==> src/qodr_pkg.sv <==
// constants, states and latency lookup for the quad-output / dual-io read slave
// assumes one 25 MHz system clock; the serial clock is sampled as a plain input
// Notes on behaviour
// 6Bh quad read, 3/4-byte address; 6Ch 4-byte
// quad data: one nibble per falling edge
// dummy cycles follow quad address; inputs ignored
// address increments per byte, wraps to zero
// quad read needs quad-enable bit set
// BBh dual read, 3/4-byte address; BCh 4-byte
// dual address: two bits per rising edge
// high-performance variant: no mode cycles
// enhanced variant: four mode cycles before latency
// mode Ax keeps continuous dual read
// other mode value leaves continuous at deselect
// short invalid select leaves continuous dual read
// host floats io by first data fall
// dual data: two bits per falling edge
// host keeps select low through mode/dummy
// dual dummy count follows latency code
// instruction shifted one bit per rising edge
// extended-address bit widens legacy opcodes
// raising select ends the read
// quad address one bit per rise, msb first
package qodr_pkg;

  localparam logic [7:0] QUAD_OUTPUT_READ_CMD           = 8'h6B;
  localparam logic [7:0] QUAD_OUTPUT_READ_WIDE_ADDR_CMD = 8'h6C;
  localparam logic [7:0] DUAL_IO_READ_CMD               = 8'hBB;
  localparam logic [7:0] DUAL_IO_READ_WIDE_ADDR_CMD     = 8'hBC;

  localparam int          MEM_ADDR_W       = 26;
  localparam logic [5:0]  CMD_BITS         = 6'h08;
  localparam logic [5:0]  ADDR_BITS_NARROW = 6'h18;
  localparam logic [5:0]  ADDR_BITS_WIDE   = 6'h20;
  localparam logic [5:0]  MODE_CYCLES      = 6'h04;
  localparam logic [3:0]  CONT_NIBBLE      = 4'hA;
  localparam logic [3:0]  SHORT_SELECT_MAX = 4'h8;
  localparam logic [3:0]  RISE_COUNT_SAT   = 4'hF;

  // dummy cycles per latency code; plain defaults, tune to the part
  localparam logic [5:0]  DUMMY_CODE0 = 6'h04;
  localparam logic [5:0]  DUMMY_CODE1 = 6'h04;
  localparam logic [5:0]  DUMMY_CODE2 = 6'h05;
  localparam logic [5:0]  DUMMY_CODE3 = 6'h00;

  localparam logic [3:0]  OE_QUAD = 4'hF;
  localparam logic [3:0]  OE_DUAL = 4'h3;
  localparam logic [3:0]  OE_NONE = 4'h0;

  typedef enum logic [2:0] {
    QODR_IDLE,
    QODR_CMD,
    QODR_ADDR,
    QODR_MODE,
    QODR_DUMMY,
    QODR_DATA,
    QODR_IGNORE
  } qodr_state_t;

  // latency cycles; with mode cycles present they count toward it
  function automatic logic [5:0] qodr_dummy(input logic [1:0] code, input logic with_mode);
    logic [5:0] lat;
    lat = DUMMY_CODE0;
    case (code)
      2'h1:    lat = DUMMY_CODE1;
      2'h2:    lat = DUMMY_CODE2;
      2'h3:    lat = DUMMY_CODE3;
      default: lat = DUMMY_CODE0;
    endcase
    if (with_mode) begin
      lat = (lat > MODE_CYCLES) ? lat - MODE_CYCLES : 6'h00;
    end
    return lat;
  endfunction

endpackage

==> src/qodr_read.sv <==
// read-command slave: quad-output and dual-io reads with continuous mode
// assumes mem_data answers mem_addr within a few clk cycles
`timescale 1ns/1ps
module qodr_read (
  input  wire logic                               clk,
  input  wire logic                               reset_n,
  input  wire logic                               sck,
  input  wire logic                               cs_n,
  input  wire logic [3:0]                         io_in,
  output logic [3:0]                              io_out,
  output logic [3:0]                              io_oe,
  input  wire logic                               quad_enable,
  input  wire logic [1:0]                         latency_code,
  input  wire logic                               extended_address_enable,
  input  wire logic                               high_perf_variant,
  output logic [qodr_pkg::MEM_ADDR_W-1:0]         mem_addr,
  input  wire logic [7:0]                         mem_data,
  output logic                                    continuous_active
);

  logic        sck_rise;
  logic        sck_fall;
  logic        cs_rise;
  logic        cs_fall;
  logic [3:0]  io_s;

  qodr_sync u_sync (
    .clk      (clk),
    .reset_n  (reset_n),
    .sck      (sck),
    .cs_n     (cs_n),
    .io_in    (io_in),
    .sck_rise (sck_rise),
    .sck_fall (sck_fall),
    .cs_rise  (cs_rise),
    .cs_fall  (cs_fall),
    .io_s     (io_s)
  );

  qodr_pkg::qodr_state_t          state_q, state_d;
  logic [5:0]                     cnt_q, cnt_d;
  logic [5:0]                     addr_len_q, addr_len_d;
  logic [5:0]                     left_q, left_d;
  logic [3:0]                     rises_q, rises_d;
  logic [7:0]                     cmd_q, cmd_d;
  logic [31:0]                    addr_q, addr_d;
  logic [7:0]                     mode_q, mode_d;
  logic [7:0]                     sh_q, sh_d;
  logic [1:0]                     part_q, part_d;
  logic                           dual_q, dual_d;
  logic                           mode_done_q, mode_done_d;
  logic                           mode_hit_q, mode_hit_d;
  logic                           cont_q, cont_d;
  logic [3:0]                     out_q, out_d;
  logic [3:0]                     oe_q, oe_d;
  logic [qodr_pkg::MEM_ADDR_W-1:0] maddr_q, maddr_d;

  logic [7:0]  cmd_full;
  logic [31:0] addr_full;
  logic [7:0]  mode_full;
  logic [7:0]  byte_now;
  logic        drive;

  // one next-state block for the whole transaction; rise and fall never coincide
  always_comb begin
    state_d     = state_q;
    cnt_d       = cnt_q;
    addr_len_d  = addr_len_q;
    left_d      = left_q;
    rises_d     = rises_q;
    cmd_d       = cmd_q;
    addr_d      = addr_q;
    mode_d      = mode_q;
    sh_d        = sh_q;
    part_d      = part_q;
    dual_d      = dual_q;
    mode_done_d = mode_done_q;
    mode_hit_d  = mode_hit_q;
    cont_d      = cont_q;
    out_d       = out_q;
    oe_d        = oe_q;
    maddr_d     = maddr_q;
    cmd_full    = {cmd_q[6:0], io_s[0]};
    addr_full   = dual_q ? {addr_q[29:0], io_s[1], io_s[0]} : {addr_q[30:0], io_s[0]};
    mode_full   = {mode_q[5:0], io_s[1], io_s[0]};
    byte_now    = (part_q == 2'h0) ? mem_data : sh_q;
    drive       = ((state_q == qodr_pkg::QODR_DUMMY) && (left_q == 6'h00)) ||
                  (state_q == qodr_pkg::QODR_DATA);
    if (cs_rise) begin
      // deselect ends any phase and releases the pins at once
      state_d = qodr_pkg::QODR_IDLE;
      oe_d    = qodr_pkg::OE_NONE;
      if (rises_q <= qodr_pkg::SHORT_SELECT_MAX) begin
        cont_d = 1'b0;
      end else if (mode_done_q) begin
        cont_d = mode_hit_q;
      end else if (state_q == qodr_pkg::QODR_MODE) begin
        cont_d = 1'b0;
      end
    end else if (cs_fall) begin
      // continuous mode skips the instruction and reuses the last width
      state_d     = cont_q ? qodr_pkg::QODR_ADDR : qodr_pkg::QODR_CMD;
      cnt_d       = 6'h00;
      rises_d     = 4'h0;
      addr_d      = 32'h0000_0000;
      part_d      = 2'h0;
      mode_done_d = 1'b0;
      mode_hit_d  = 1'b0;
    end else if (sck_rise && (state_q != qodr_pkg::QODR_IDLE)) begin
      if (rises_q != qodr_pkg::RISE_COUNT_SAT) begin
        rises_d = rises_q + 4'h1;
      end
      case (state_q)
        qodr_pkg::QODR_CMD: begin
          cmd_d = cmd_full;
          cnt_d = cnt_q + 6'h01;
          if (cnt_q == qodr_pkg::CMD_BITS - 6'h01) begin
            cnt_d   = 6'h00;
            state_d = qodr_pkg::QODR_ADDR;
            case (cmd_full)
              qodr_pkg::QUAD_OUTPUT_READ_CMD: begin
                dual_d     = 1'b0;
                addr_len_d = extended_address_enable ? qodr_pkg::ADDR_BITS_WIDE
                                                     : qodr_pkg::ADDR_BITS_NARROW;
                if (!quad_enable) begin
                  state_d = qodr_pkg::QODR_IGNORE;
                end
              end
              qodr_pkg::QUAD_OUTPUT_READ_WIDE_ADDR_CMD: begin
                dual_d     = 1'b0;
                addr_len_d = qodr_pkg::ADDR_BITS_WIDE;
                if (!quad_enable) begin
                  state_d = qodr_pkg::QODR_IGNORE;
                end
              end
              qodr_pkg::DUAL_IO_READ_CMD: begin
                dual_d     = 1'b1;
                addr_len_d = (extended_address_enable ? qodr_pkg::ADDR_BITS_WIDE
                                                      : qodr_pkg::ADDR_BITS_NARROW) >> 1;
              end
              qodr_pkg::DUAL_IO_READ_WIDE_ADDR_CMD: begin
                dual_d     = 1'b1;
                addr_len_d = qodr_pkg::ADDR_BITS_WIDE >> 1;
              end
              default: begin
                state_d = qodr_pkg::QODR_IGNORE;
              end
            endcase
          end
        end
        qodr_pkg::QODR_ADDR: begin
          addr_d = addr_full;
          cnt_d  = cnt_q + 6'h01;
          if (cnt_q == addr_len_q - 6'h01) begin
            cnt_d   = 6'h00;
            maddr_d = addr_full[qodr_pkg::MEM_ADDR_W-1:0];
            if (dual_q && !high_perf_variant) begin
              state_d = qodr_pkg::QODR_MODE;
            end else begin
              state_d = qodr_pkg::QODR_DUMMY;
              left_d  = qodr_pkg::qodr_dummy(latency_code, 1'b0);
            end
          end
        end
        qodr_pkg::QODR_MODE: begin
          mode_d = mode_full;
          cnt_d  = cnt_q + 6'h01;
          if (cnt_q == qodr_pkg::MODE_CYCLES - 6'h01) begin
            cnt_d       = 6'h00;
            mode_done_d = 1'b1;
            mode_hit_d  = (mode_full[7:4] == qodr_pkg::CONT_NIBBLE);
            state_d     = qodr_pkg::QODR_DUMMY;
            left_d      = qodr_pkg::qodr_dummy(latency_code, 1'b1);
          end
        end
        default: begin
        end
      endcase
    end else if (sck_fall) begin
      if ((state_q == qodr_pkg::QODR_DUMMY) && (left_q != 6'h00)) begin
        left_d = left_q - 6'h01;
      end
      // data leaves on falling edges, high bits of each byte first
      if (drive) begin
        state_d = qodr_pkg::QODR_DATA;
        part_d  = part_q + 2'h1;
        if (dual_q) begin
          out_d = {2'h0, byte_now[7:6]};
          sh_d  = {byte_now[5:0], 2'h0};
          oe_d  = qodr_pkg::OE_DUAL;
        end else begin
          out_d = byte_now[7:4];
          sh_d  = {byte_now[3:0], 4'h0};
          oe_d  = qodr_pkg::OE_QUAD;
        end
        if (part_q == (dual_q ? 2'h3 : 2'h1)) begin
          part_d  = 2'h0;
          maddr_d = maddr_q + 1'b1;
        end
      end
    end
  end

  // registers of the transaction engine
  always_ff @(posedge clk or negedge reset_n) begin
    if (!reset_n) begin
      state_q     <= qodr_pkg::QODR_IDLE;
      cnt_q       <= 6'h00;
      addr_len_q  <= qodr_pkg::ADDR_BITS_NARROW;
      left_q      <= 6'h00;
      rises_q     <= 4'h0;
      cmd_q       <= 8'h00;
      addr_q      <= 32'h0000_0000;
      mode_q      <= 8'h00;
      sh_q        <= 8'h00;
      part_q      <= 2'h0;
      dual_q      <= 1'b0;
      mode_done_q <= 1'b0;
      mode_hit_q  <= 1'b0;
      cont_q      <= 1'b0;
      out_q       <= 4'h0;
      oe_q        <= 4'h0;
      maddr_q     <= '0;
    end else begin
      state_q     <= state_d;
      cnt_q       <= cnt_d;
      addr_len_q  <= addr_len_d;
      left_q      <= left_d;
      rises_q     <= rises_d;
      cmd_q       <= cmd_d;
      addr_q      <= addr_d;
      mode_q      <= mode_d;
      sh_q        <= sh_d;
      part_q      <= part_d;
      dual_q      <= dual_d;
      mode_done_q <= mode_done_d;
      mode_hit_q  <= mode_hit_d;
      cont_q      <= cont_d;
      out_q       <= out_d;
      oe_q        <= oe_d;
      maddr_q     <= maddr_d;
    end
  end

  assign io_out            = out_q;
  assign io_oe             = oe_q;
  assign mem_addr          = maddr_q;
  assign continuous_active = cont_q;

endmodule

==> src/qodr_sync.sv <==
// two-flop synchronisers for serial clock, select and io; edge finders for serial clock and select
// assumes the serial link runs well below a quarter of clk
`timescale 1ns/1ps
module qodr_sync (
  input  wire logic       clk,
  input  wire logic       reset_n,
  input  wire logic       sck,
  input  wire logic       cs_n,
  input  wire logic [3:0] io_in,
  output logic            sck_rise,
  output logic            sck_fall,
  output logic            cs_rise,
  output logic            cs_fall,
  output logic [3:0]      io_s
);

  logic [5:0] meta_q, meta_d;
  logic [5:0] sync_q, sync_d;
  logic [1:0] last_q, last_d;
  logic [3:0] edge_q, edge_d;

  // first stage feeds only the second; edges come from stage two vs its copy
  always_comb begin
    meta_d = {sck, cs_n, io_in};
    sync_d = meta_q;
    last_d = sync_q[5:4];
    edge_d = {sync_q[5] & ~last_q[1], ~sync_q[5] & last_q[1],
              sync_q[4] & ~last_q[0], ~sync_q[4] & last_q[0]};
  end

  // select idles high so no false falling edge after reset
  always_ff @(posedge clk or negedge reset_n) begin
    if (!reset_n) begin
      meta_q <= 6'h30;
      sync_q <= 6'h30;
      last_q <= 2'h3;
      edge_q <= 4'h0;
    end else begin
      meta_q <= meta_d;
      sync_q <= sync_d;
      last_q <= last_d;
      edge_q <= edge_d;
    end
  end

  assign sck_rise = edge_q[3];
  assign sck_fall = edge_q[2];
  assign cs_rise  = edge_q[1];
  assign cs_fall  = edge_q[0];
  assign io_s     = sync_q[3:0];

endmodule

==> config.mk <==
export PLATFORM = sky130hd
export DESIGN_NAME = qodr_read
export DESIGN_NICKNAME = d
export VERILOG_FILES = /design/src/qodr_pkg.sv /design/src/qodr_read.sv /design/src/qodr_sync.sv
export SDC_FILE = /design/constraint.sdc
export NUM_CORES = 1
export LEC_CHECK = 0
export ABC_AREA = 1
export BUFFER_PORTS_ARGS = -buffer_cell sky130_fd_sc_hd__buf_2
export CAP_MARGIN = 20
export CORE_MARGIN = 1.5
export CORE_UTILIZATION = 30
export DETAILED_ROUTE_END_ITERATION = 7
export PLACE_DENSITY = 0.53
export SYNTH_ARGS = -nofsm -noshare
export SYNTH_HDL_FRONTEND = slang
export SYNTH_SLANG_ARGS = --single-unit
==> constraint.sdc <==
create_clock -name clk -period 2 [get_ports clk]
set_input_delay 0.2 -clock clk [delete_from_list [all_inputs] [get_ports clk]]
set_output_delay 0.2 -clock clk [all_outputs]
set_load 0.01 [all_outputs]
Word level (Yosys, flattened, before mapping)
Index checks and enable logic that the tools add are counted.

cells by class
  add/subtract/negate cells = 7
  $mul = 0
  divide/modulo/power cells = 0
  magnitude comparators = 2
  eq/ne operators = 30
  shift-type cells = 0
  multiplexer cells = 75
  bitwise gates (word level) = 11
  reduce and logical (&&, ||, !) cells = 46

operators by type and width
  cell                   number
  $mux 26                7
  $mux 6                 18
  $mux 25                3
  $mux 4                 10
  $mux 3                 10
  $reduce_bool 2->1      14
  $add 26x1->26 const B  1
  $pmux 6 s4             1
  $reduce_and 4->1       5
  $pmux 6 s3             1
  $reduce_and 6->1       3
  $eq 8x7->1 const B     2
  $eq 8x8->1 const B     2
  $mux 8                 2
  $reduce_bool 4->1      4
  $mux 2                 7
  $pmux 3 s2             2
  $pmux 6 s2             1
  $sub 6x1->6 const B    2
  $mux 1                 11
  $ne 2x1->1 const B     5
  $ne 5x3->1 const B     2
  $pmux 3 s3             1
  $reduce_and 3->1       3
  35 further kinds       54

word-level totals
  bits in registers = 129
  bits in latches = 0
  bits in writable memories = 0
  memory bits (read-only) = 0
  input port bits = 21
  output and inout bits = 35
  memories kept = 0

Logic depth before layout (Yosys ltp)
Gate-level depths: netlist (run 1).

  depth in word-level cells = 12
  depth in mapped cells = 14
  depth with buffers taken out = 14

Cells and area by module
Synthesis (run 1) repeated with hierarchy kept, for this count alone.

unflattened totals
  cells, all modules = 927
  area total of the unflattened synthesis = 6,789.0 sq um

by module, submodules not included
  module     instances  cells each  area each (sq um)  sequential area each (sq um)
  qodr_read  1          897         6,271.0            2,630.0
  qodr_sync  1          30          518.0              457.9

Worst setup path before layout (run 1)
OpenSTA, ideal clock, no wires.

  path type = flip-flop to flip-flop
  start point = register addr_len_q[3]
  end point = register state_q[2]
  arrival = 1,689 ps
  required time = 1,883 ps
  setup slack = 194 ps
  stages on the path, launching flop included = 15
  buffers on the path = 0
  cells stage by stage = dfstp_2 > inv_1 > ha_1 > nand2_1 > inv_1 > nor2_1 > nand2_1 > nor2_1 > nand2_1 > nand3_1 > nand2_1 > nand2_1 > nand2_1 > nand2_1 > nand2_1

between the ends
  cells in the longest elaborated chain, start to end = 4

RTL lines
  what                        line              RTL
  from (decl)                 qodr_read.sv:42   logic [5:0] addr_len_q, addr_len_d;
  from (signal assigned)      qodr_read.sv:209  addr_len_q <= qodr_pkg::ADDR_BITS_NARROW;
  from (signal assigned)      qodr_read.sv:227  addr_len_q <= addr_len_d;
  $sub 6x1->6                 qodr_read.sv:154  if (cnt_q == addr_len_q - 6'h01) begin
  $eq 6x6->1                  qodr_read.sv:154
  $ne 5x3->1 (no line)        n/a
  $reduce_and 6->1 (no line)  n/a
  to (signal assigned)        qodr_read.sv:207  state_q <= qodr_pkg::QODR_IDLE;
  to (signal assigned)        qodr_read.sv:225  state_q <= state_d;
  to (decl)                   qodr_read.sv:40   qodr_pkg::qodr_state_t state_q, state_d;

Every way passes these cells.
A chain may end at the register's enable or synchronous reset.

Final worst setup path (run 1)
  start point = register addr_len_q[3]
  end point = register maddr_q, in the netlist mem_addr[9]

between the ends
  cells in the longest elaborated chain, start to end = 4

RTL lines
  what                        line              RTL
  $sub 6x1->6                 qodr_read.sv:154
  $eq 6x6->1                  qodr_read.sv:154
  $ne 2x1->1 (no line)        n/a
  $reduce_and 7->1 (no line)  n/a
  to (signal assigned)        qodr_read.sv:241  maddr_q <= maddr_d;
  to (decl)                   qodr_read.sv:56   logic [qodr_pkg::MEM_ADDR_W-1:0] maddr_q, maddr_d;

Every way passes these cells.

==> results of run 1 <==
==> what timing repair did <==
action | 4_1_cts | 5_1_grt
resized for setup | 2 | 17
hold buffers | 5 | 0
setup endpoints to repair | 18 | 38
endpoints found under the hold margin | 20 | 0
pin swaps | 0 | 2
cloned | 0 | 3
==> how the worst min path moves through the flow <==
stage | from | to
4_1_cts | mem_data[1] | sh_q[3]
3_3_place_gp | reset_n | cmd_q[4]
6_report | mem_data[1] | sh_q[3]
5_1_grt | mem_data[0] | sh_q[2]
2_1_floorplan | reset_n | addr_len_q[2]
3_5_place_dp | reset_n | cmd_q[4]
==> Yosys cell counts (all sizes together), types with 7 or more instances <==
library cell,count,area (um^2)
xor2,10,87.6
nand3b,7,52.6
ha,8,100
buf,12,78.8
or2,14,87.6
nand2,313,1190
o22ai,26,163
clkbuf,19,71.3
a21oi,18,90.1
nand3,50,265
nor3,11,65.1
o21ai,89,445
dfstp,8,210
dfrtp,111,2780
nor2,73,287
inv,91,342
nand4,8,50.1
==> flip-flops by register name, indices dropped and copies added (netlist names), 2 cells and up <==
| name | flops |
|---|---|
| addr_q | 25 |
| state_q | 3 |
| cnt_q | 6 |
| mode_q | 6 |
| sh_q | 6 |
| addr_len_q | 4 |
| left_q | 6 |
| u_sync.last_q | 2 |
| u_sync.edge_q | 4 |
| cmd_q | 7 |
| part_q | 2 |
| u_sync.meta_q | 4 |
| io_out | 4 |
| u_sync.sync_q | 4 |
| mem_addr | 26 |
| io_oe | 2 |
| rises_q | 4 |
==> layout make-up <==
cell class,count,area (um^2),share of cell area [%]
repair buffers,90,647,8.07
clock buffers,18,429,5.35
inverters,92,350,4.37
clock inverters,14,150,1.87
flip-flops and latches,119,2990,37.3
multi-input cells,647,3110,38.8
well taps,275,344,4.29
==> layer usage <==
metal | global-route usage, % | wire length, um
met5 | 0 | 0
met4 | 4.90 | 156
met3 | 3.33 | 669
met2 | 23.3 | 7540
met1 | 22.3 | 8500
==> power by group through the flow <==
stage / registers [mW] / logic, mW / clock network (mW)
CTS: 3.03 / 1.73 / 3.08
global route: 3.08 / 2.03 / 3.21
floorplan: 3.08 / 1.10 / 0
finish: 3.03 / 1.77 / 3.01
global placement: 3.07 / 1.69 / 0
detailed placement: 3.07 / 1.71 / 0
==> metrics by stage <==
stage	cell area [um^2]	utilization, %	setup WS, ns	power [mW]
after floorplan	6520	-	0.194	4.18
after global placement	7250	34.3	0.00211	4.75
final	8020	37.9	0.115	7.82
after detailed placement	7250	34.3	-0.0108	4.78
after global routing	8020	37.9	-0.0283	8.32
after CTS	7890	37.3	0.0113	7.84
==> kinds of logic (layout without fill, tap and decap cells) <==
| logic type | count (synthesis) | after routing | synth area share, % |
|---|---|---|---|
| AOI/OAI and AO/OA | 141 | 141 | 11.5 |
| xor gates and xnor gates | 15 | 15 | 2.01 |
| adders and majority gates | 8 | 8 | 1.53 |
| buffers and inverters | 123 | 214 | 7.60 |
| DFF | 119 | 119 | 45.8 |
| muxes | 5 | 5 | 0.767 |
| and+or+nand+nor | 478 | 478 | 30.8 |
==> worst register-to-register path, stage by stage, from the launching register on <==
cell       delay, ns
dfstp_2         0.53
inv_2           0.05
ha_4            0.26
nor2_1          0.04
nor2_1          0.11
nand2_1         0.07
nor2_2          0.12
nand2_2         0.10
nand2_2         0.09
nand2_4         0.07
clkinv_4        0.10
clkbuf_16       0.16
nand2_1         0.05
o21ai_1         0.07
==> summary.txt, run 1 <==
Num CTS Buffers = 17
Crit path depth = 13
First-pass GRT wire length = 27600 um
Cells on Worst Hold Path = 3
Switching pwr = 2.51 mW
Status = completed
Worst r2r dst = mem_addr[9]
# nets final = 996
Syn Nets = 918
Overflow after GRT = 0
CP endpoint = mem_addr[9]
Max VDD drop = 0.406 mV
Post-synth top flop = dfrtp_1
Most common cell after layout, fill and taps aside = nand2_1
Routability cong. = 0.831
Clk sinks = 119
Logic gate share of total power = 22.7%
Clock tree buffer depth = 2
Layout cell share with drive strength beyond 1 = 17.0%
Initial core utilization = 30.8%
Placed insts = 1215
WP data required = 2.34 ns
Sequential share of the synthesized area = 45.8%
Layout fillers = 2220
Synth Warn # = 0
PortBufs = 53
Leak Pwr = 3.83 nW
Largest net degree at the start of global routing = 43
CORE AREA = 21200 um^2
Syn_area_per_cell = 7.34 um^2
Worst Reg-to-Reg Cells = 13
Clock transition at the registers of the reported paths = 0.06 ns
Hold Crit Class = input port to register
Internal reg-to-reg setup slack = 0.12 ns
Hold slack final = 0.0858 ns
Diode count = 0
Sequential Power Share = 38.8%
Drt pass-1 iters = 5
Worst Setup Path Type = register to register
DR WL/cell = 13.4 um
Tcrit/Tclk final = 94.2%
DP HPWL = 12000 um
Delay of the slowest cell on the worst path = 0.53 ns
Buf/Inv on CP = 3
Chip Height = 150 um
Cell variety after synth = 35
Die width = 150 um
Slew HR = 66.4%
Crit path max fanout = 7
Fmax = 531 MHz
CTS Root Cell = clkbuf_16
Worst setup SP type = register
Reg-to-reg startpoint = addr_len_q[3]
Mapped Cells = 889
Mapped Area = 6520 um^2
Fraction of registers with async set/reset = 100%
Commonest non-fill, non-tap cells in the layout = 304 x nand2_1, 111 x dfrtp_1, 85 x inv_1
Sw Share = 32.1%
Worst setup path start = addr_len_q[3]
Detailed router's first-iteration violation count = 269
Vias per cell = 4.66
I/O pin count = 56
Post-synth EDFFs = 0
Vias = 5853
Cell Rows = 53
TNS Setup = 0 ns
Slew Limit Fails = 0
Register bit total from synthesis = 119
Worst Max-Slew Pin Slew = 0.498 ns
TritonCTS clock tree = yes
Clk Latency, worst-skew pair = 0.42 ns
Non-Filler Instances = 1255
Clk_skew = 0.00763 ns
RSZ-0062 raised after global routing = yes
Worst Setup End Kind = register
Die area = 22600 um^2
Post-route DRC = 0
Area grow syn2layout = 22.9%
Post-CTS setup buffers = 0
# Max-Cap Violations = 0
Total Wirelength = 16900 um
Antenna violations before repair = 0
Vias in the first global route = 5526
Critical path's top delay family = simple AND/OR/NAND/NOR gates
PD cells = 975 nW/um^2
Internal Power = 5.31 mW
Setup violators final = 0
GRT Total Usage = 15.6%
CP max-delay cell = dfstp_2
Crit path cell chain = inv_2, ha_4, nor2_1, nor2_1, nand2_1, nor2_2, nand2_2, nand2_2, nand2_4, clkinv_4, clkbuf_16, nand2_1, o21ai_1
Clock network fraction of total power = 38.5%
Worst Path Arrival = 2.22 ns
H-tree depth = 4
Crit path time final = 1.88 ns
Antenna Violating Nets Remaining = 0
Final Hold Fails = 0
No activity file was read; power rests on OpenSTA's default activity.
==> inputs of run 2 (changes only) <==
- CTS_BUF_LIST: unset -> sky130_fd_sc_hd__clkbuf_16
==> run 2 against run 1 <==
Sequential share of layout area unchanged. Worst hold slack improved by 0.0019 ns. Non-clock buffer count is the same. Global-route usage unchanged. Critical endpoint unchanged. Largest power group unchanged.
==> summary.txt, run 2 (synthesis gave the netlist of run 1 again) <==
Crit path depth = 13 (unchanged)
TritonCTS clock tree = yes (unchanged)
Power consumption = 7.81 mW (was 7.82 mW)
Die width = 150 um (unchanged)
Largest net degree at the start of global routing = 43 (unchanged)
Initial core utilization = 30.8% (unchanged)
CP max-delay cell = dfstp_2 (unchanged)
Hold Crit Class = input port to register (unchanged)
Worst Reg-to-Reg Cells = 13 (unchanged)
Worst Path Arrival = 2.22 ns (about the same)
Slew Limit Fails = 0 (unchanged)
Cell Rows = 53 (unchanged)
Delay of the slowest cell on the worst path = 0.53 ns (about the same)
WP data required = 2.34 ns (about the same)
Fmax = 531 MHz (about the same)
# nets final = 996 (unchanged)
Clk_skew = 0.00757 ns (was 0.00763 ns)
TNS Setup = 0 ns (unchanged)
Clk sinks = 119 (unchanged)
Crit path cell chain = inv_2, ha_4, nor2_1, nor2_1, nand2_1, nor2_2, nand2_2, nand2_2, nand2_4, clkinv_4, clkbuf_16, nand2_1, o21ai_1 (unchanged)
Vias in the first global route = 5526 (unchanged)
H-tree depth = 4 (unchanged)
Chip Height = 150 um (unchanged)
Sequential Area = 2990 um^2 (unchanged)
Max reg flops = 26 (unchanged)
CTS Root Cell = clkbuf_16 (unchanged)
Final Hold Fails = 0 (unchanged)
Setup violators final = 0 (unchanged)
I/O pin count = 56 (unchanged)
Leak Pwr = 3.83 nW (about the same)
Worst Setup End Kind = register (unchanged)
# Max-Cap Violations = 0 (unchanged)
Max VDD drop = 0.407 mV (was 0.406 mV)
Reg-to-reg startpoint = addr_len_q[3] (unchanged)
RSZ-0062 raised after global routing = yes (unchanged)
Tcrit/Tclk final = 94.1% (was 94.2%)
DP HPWL = 12000 um (unchanged)
Total Wirelength = 16900 um (about the same)
PD cells = 974 nW/um^2 (was 975 nW/um^2)
First-pass GRT wire length = 27600 um (unchanged)
CP endpoint = mem_addr[9] (unchanged)
Worst setup path start = addr_len_q[3] (unchanged)
Vias per cell = 4.65 (was 4.66)
Post-route DRC = 0 (unchanged)
Crit path time final = 1.88 ns (about the same)
Area of the multi-input gates = 3110 um^2 (unchanged)
Area grow syn2layout = 22.9% (unchanged)
Critical path's top delay family = simple AND/OR/NAND/NOR gates (unchanged)
Crit path max fanout = 7 (unchanged)
Buf/Inv on CP = 3 (unchanged)
Antenna Violating Nets Remaining = 0 (unchanged)
Slew HR = 66.2% (was 66.4%)
Worst Max-Slew Pin Slew = 0.502 ns (was 0.498 ns)
PortBufs = 53 (unchanged)
Routability cong. = 0.831 (unchanged)
Layout fillers = 2220 (unchanged)
Most common cell after layout, fill and taps aside = nand2_1 (unchanged)
DP Area = 7250 um^2 (unchanged)
Status = completed (unchanged)
Layout cell share with drive strength beyond 1 = 17.0% (unchanged)
Detailed router's first-iteration violation count = 269 (unchanged)
Clock tree buffer depth = 2 (unchanged)
Internal reg-to-reg setup slack = 0.12 ns (about the same)
DR WL/cell = 13.4 um (about the same)
Die area = 22600 um^2 (unchanged)
Commonest non-fill, non-tap cells in the layout = 304 x nand2_1, 111 x dfrtp_1, 86 x inv_1 (was 304 x nand2_1, 111 x dfrtp_1, 85 x inv_1)
Antenna violations before repair = 0 (unchanged)
Overflow after GRT = 0 (unchanged)
Hold slack final = 0.0877 ns (was 0.0858 ns)
Drt pass-1 iters = 5 (unchanged)
Worst Setup Path Type = register to register (unchanged)
Worst setup SP type = register (unchanged)
CORE AREA = 21200 um^2 (unchanged)
Diode count = 0 (unchanged)
Post-CTS setup buffers = 0 (unchanged)
GRT Total Usage = 15.6% (unchanged)
Vias = 5838 (was 5853)
Clock transition at the registers of the reported paths = 0.06 ns (about the same)
Clk Latency, worst-skew pair = 0.42 ns (about the same)
Num CTS Buffers = 17 (unchanged)
Worst r2r dst = mem_addr[9] (unchanged)
Final instance area = 8020 um^2 (unchanged)
[run 2: changes by cell type in the layout (fill, tap and decap cells not counted)]
cell / before / now
inv_1: 85 / 86
clkbuf_1: 1 / 0
[run 2: final cells by class]
cell class                      count  share of cell area (%)
Multi-Input combinational cell    647                    38.8
Sequential cell                   119                    37.3
Timing Repair Buffer               90                    8.07
Clock buffer                       17                    5.31
Inverter                           92                    4.37
Tap cell                          275                    4.29
Clock inverter                     15                    1.92
[run 2: how the worst min path moves through the flow]
stage | end | cells after the start | start | slack [ns]
floorplan | addr_len_q[2] | 0 | reset_n | -0.1
global placement | cmd_q[4] | 1 | reset_n | 0.14
detailed placement | cmd_q[4] | 1 | reset_n | 0.15
CTS | sh_q[3] | 3 | mem_data[1] | 0.07
global route | sh_q[2] | 3 | mem_data[0] | 0.1
finish | sh_q[3] | 3 | mem_data[1] | 0.09
[run 2: what timing repair did]
action                     4_1_cts  5_1_grt
hold buffers                     5        0
hold endpoints to repair        20        0
cloned                           0        3
gates resized for setup          2       17
pin swaps                        0        2
setup endpoints to repair       18       38
[run 2: through the flow]
step	utilization [%]	setup slack, ns	cells
floorplan	-	0.194	889
global placement	34.3	0.00211	1215
detailed placement	34.3	-0.0108	1215
CTS	37.3	0.0113	1252
global route	37.9	-0.0283	1255
finish	37.9	0.118	1255
[run 2: power by group]
part	leakage [nW]	internal, mW	total [mW]	switching (mW)
sequential	1.57	2.76	3.03	0.276
clock	0.269	1.83	3.00	1.17
combinational	1.99	0.712	1.77	1.06
[run 2: worst reg2reg max path: stages, from the launching register on]
cell and delay (ns):
dfstp_2 0.53, inv_2 0.05, ha_4 0.26, nor2_1 0.04
nor2_1 0.11, nand2_1 0.07, nor2_2 0.12, nand2_2 0.10
nand2_2 0.09, nand2_4 0.07, clkinv_4 0.10, clkbuf_16 0.16
nand2_1 0.05, o21ai_1 0.07
[run 2: layer usage]
| metal | part of all wire (%) | up-vias | track usage [%] |
|---|---|---|---|
| li1 | - | 3022 | - |
| met1 | 50 | 2694 | 22.3 |
| met2 | 45 | 110 | 23.3 |
| met3 | 4.1 | 12 | 3.33 |
| met4 | 1.0 | 0 | 4.90 |
| met5 | 0 | - | 0 |
==> inputs of run 3 (changes only) <==
- PLACE_DENSITY: 0.53 -> 0.51
==> run 3 against run 2 <==
Sequential power about the same. Die area unchanged. Critical path type unchanged. Clock-buffer cell count unchanged. Critical path depth up 1.
==> summary.txt, run 3 (synthesis gave the netlist of run 1 again) <==
Status = completed (unchanged)
Initial core utilization = 30.8% (unchanged)
Tcrit/Tclk final = 94.6% (was 94.1%)
Num CTS Buffers = 17 (unchanged)
Die width = 150 um (unchanged)
Largest net degree at the start of global routing = 58 (was 43)
Met1 Use GR = 22.3% (about the same)
Logic gate share of total power = 21.6% (was 22.7%)
Post-CTS setup buffers = 0 (unchanged)
Vias = 5828 (was 5838)
Detailed router's first-iteration violation count = 325 (was 269)
Clock transition at the registers of the reported paths = 0.06 ns (about the same)
Max VDD drop = 0.544 mV (was 0.407 mV)
Placed insts = 1214 (was 1215)
Sequential Power Share = 37.8% (was 38.8%)
GRT Total Usage = 15.8% (was 15.6%)
Worst Max-Slew Pin Slew = 0.526 ns (was 0.502 ns)
WP data required = 2.31 ns (was 2.34 ns)
Non-Filler Instances = 1255 (unchanged)
Overflow after GRT = 0 (unchanged)
Post-route DRC = 0 (unchanged)
Vias per cell = 4.64 (was 4.65)
Most common cell after layout, fill and taps aside = nand2_1 (unchanged)
Antenna violations before repair = 0 (unchanged)
Max reg flops = 26 (unchanged)
Diode count = 0 (unchanged)
Crit path time final = 1.89 ns (was 1.88 ns)
Cell Rows = 53 (unchanged)
Final Hold Fails = 0 (unchanged)
Area grow syn2layout = 23.7% (was 22.9%)
CTS Root Cell = clkbuf_16 (unchanged)
Switching pwr = 2.43 mW (was 2.51 mW)
PortBufs = 53 (unchanged)
Chip Height = 150 um (unchanged)
Total Wirelength = 16900 um (about the same)
Met3 GRT Util = 3.00% (was 3.33%)
RSZ-0062 raised after global routing = yes (unchanged)
First-pass GRT wire length = 27900 um (was 27600 um)
# nets final = 996 (unchanged)
Antenna Violating Nets Remaining = 0 (unchanged)
Hold Crit Class = input port to register (unchanged)
Fmax = 529 MHz (was 531 MHz)
CORE AREA = 21200 um^2 (unchanged)
Drt pass-1 iters = 5 (unchanged)
Setup violators final = 0 (unchanged)
Clk Latency, worst-skew pair = 0.42 ns (about the same)
Routability cong. = 0.848 (was 0.831)
Slew Limit Fails = 0 (unchanged)
Crit path max fanout = 7 (unchanged)
I/O pin count = 56 (unchanged)
Slew HR = 64.6% (was 66.2%)
Worst Setup Path Type = register to register (unchanged)
Clk sinks = 119 (unchanged)
Power consumption = 8.06 mW (was 7.81 mW)
Die area = 22600 um^2 (unchanged)
Worst Path Arrival = 2.20 ns (was 2.22 ns)
Layout cell share with drive strength beyond 1 = 16.2% (was 17.0%)
DR WL/cell = 13.4 um (about the same)
Clock network fraction of total power = 40.6% (was 38.5%)
Grt met2 use = 24.0% (was 23.3%)
Sw Share = 30.1% (was 32.1%)
Clk_skew = 0.0138 ns (was 0.00757 ns)
Worst setup SP type = register (unchanged)
Internal reg-to-reg setup slack = 0.11 ns (was 0.12 ns)
Clock tree buffer depth = 2 (unchanged)
Post-Route Utilization = 38.1% (was 37.9%)
DP HPWL = 11700 um (was 12000 um)
Leak Pwr = 3.87 nW (was 3.83 nW)
Busiest grt layer = met2 (unchanged)
Vias in the first global route = 5574 (was 5526)
Hold slack final = 0.0833 ns (was 0.0877 ns)
H-tree depth = 4 (unchanged)
# Max-Cap Violations = 0 (unchanged)
Worst Setup End Kind = register (unchanged)
TritonCTS clock tree = yes (unchanged)
Commonest non-fill, non-tap cells in the layout = 306 x nand2_1, 111 x dfrtp_1, 89 x inv_1 (was 304 x nand2_1, 111 x dfrtp_1, 86 x inv_1)
PD cells = 999 nW/um^2 (was 974 nW/um^2)
Internal Power = 5.63 mW (was 5.30 mW)
[run 3: through the flow]
step                worst slack [ns]  TNS, ns  instance area (um^2)
floorplan                      0.194        0                  6520
global placement             -0.0321   -0.416                  7250
detailed placement           -0.0488   -0.872                  7250
CTS                           0.0204        0                  7950
global route                 -0.0405   -0.212                  8070
finish                         0.109        0                  8070
[run 3: cell type report]
class	instances	area, um^2
Clock buffer	17	425
Fill cell	2214	13100
Inverter	92	350
Timing Repair Buffer	89	656
Sequential cell	119	2990
Tap cell	275	344
Multi-Input combinational cell	648	3110
Clock inverter	15	195
[run 3: path summary, 6_finish.rpt]
check / depth (start not counted) / start / to
setup / recovery: 14 / addr_len_q[3] / mem_addr[12]
hold / removal: 3 / mem_data[0] / sh_q[2]
setup reg to reg: 14 / addr_len_q[3] / mem_addr[12]
hold reg to reg: 0 / u_sync.meta_q[1] / u_sync.sync_q[1]
max in group asynchronous: 3 / reset_n / addr_len_q[4]
min in group asynchronous: 2 / reset_n / cmd_q[5]
[run 3: worst max-delay path, stage by stage, from the launching register on]
cell and delay (ns):
dfstp_2 0.53, inv_2 0.05, ha_4 0.25, nand2_1 0.04, inv_1 0.05, nor2_1 0.04, nand2_1 0.09, nor2_4 0.05
nand2_2 0.10, nand2_2 0.07, nand2_4 0.08, clkinv_4 0.10, clkbuf_16 0.18, o21ai_1 0.07, nand2_1 0.06
[run 3: layer usage]
| layer | vias to the layer above | share of wire [%] |
|---|---|---|
| met3 | 19 | 3.1 |
| met5 | - | 0 |
| met4 | 0 | 1.5 |
| met1 | 2725 | 51 |
| met2 | 72 | 45 |
| li1 | 3012 | - |
[run 3: power by group through the flow]
stage	clock (mW)	sequential (mW)	combinational (mW)
floorplan	0	3.08	1.10
global placement	0	3.08	1.65
detailed placement	0	3.07	1.67
CTS	3.35	3.04	1.71
global route	3.46	3.09	2.00
finish	3.27	3.04	1.74
[run 3: repair_timing]
action                                 4_1_cts  5_1_grt
hold buffers                                 5        0
endpoints found under the hold margin       28        0
cloned                                       1        3
gates resized for setup                      4       15
pin swaps                                    1        6
setup endpoints to repair                   33       36
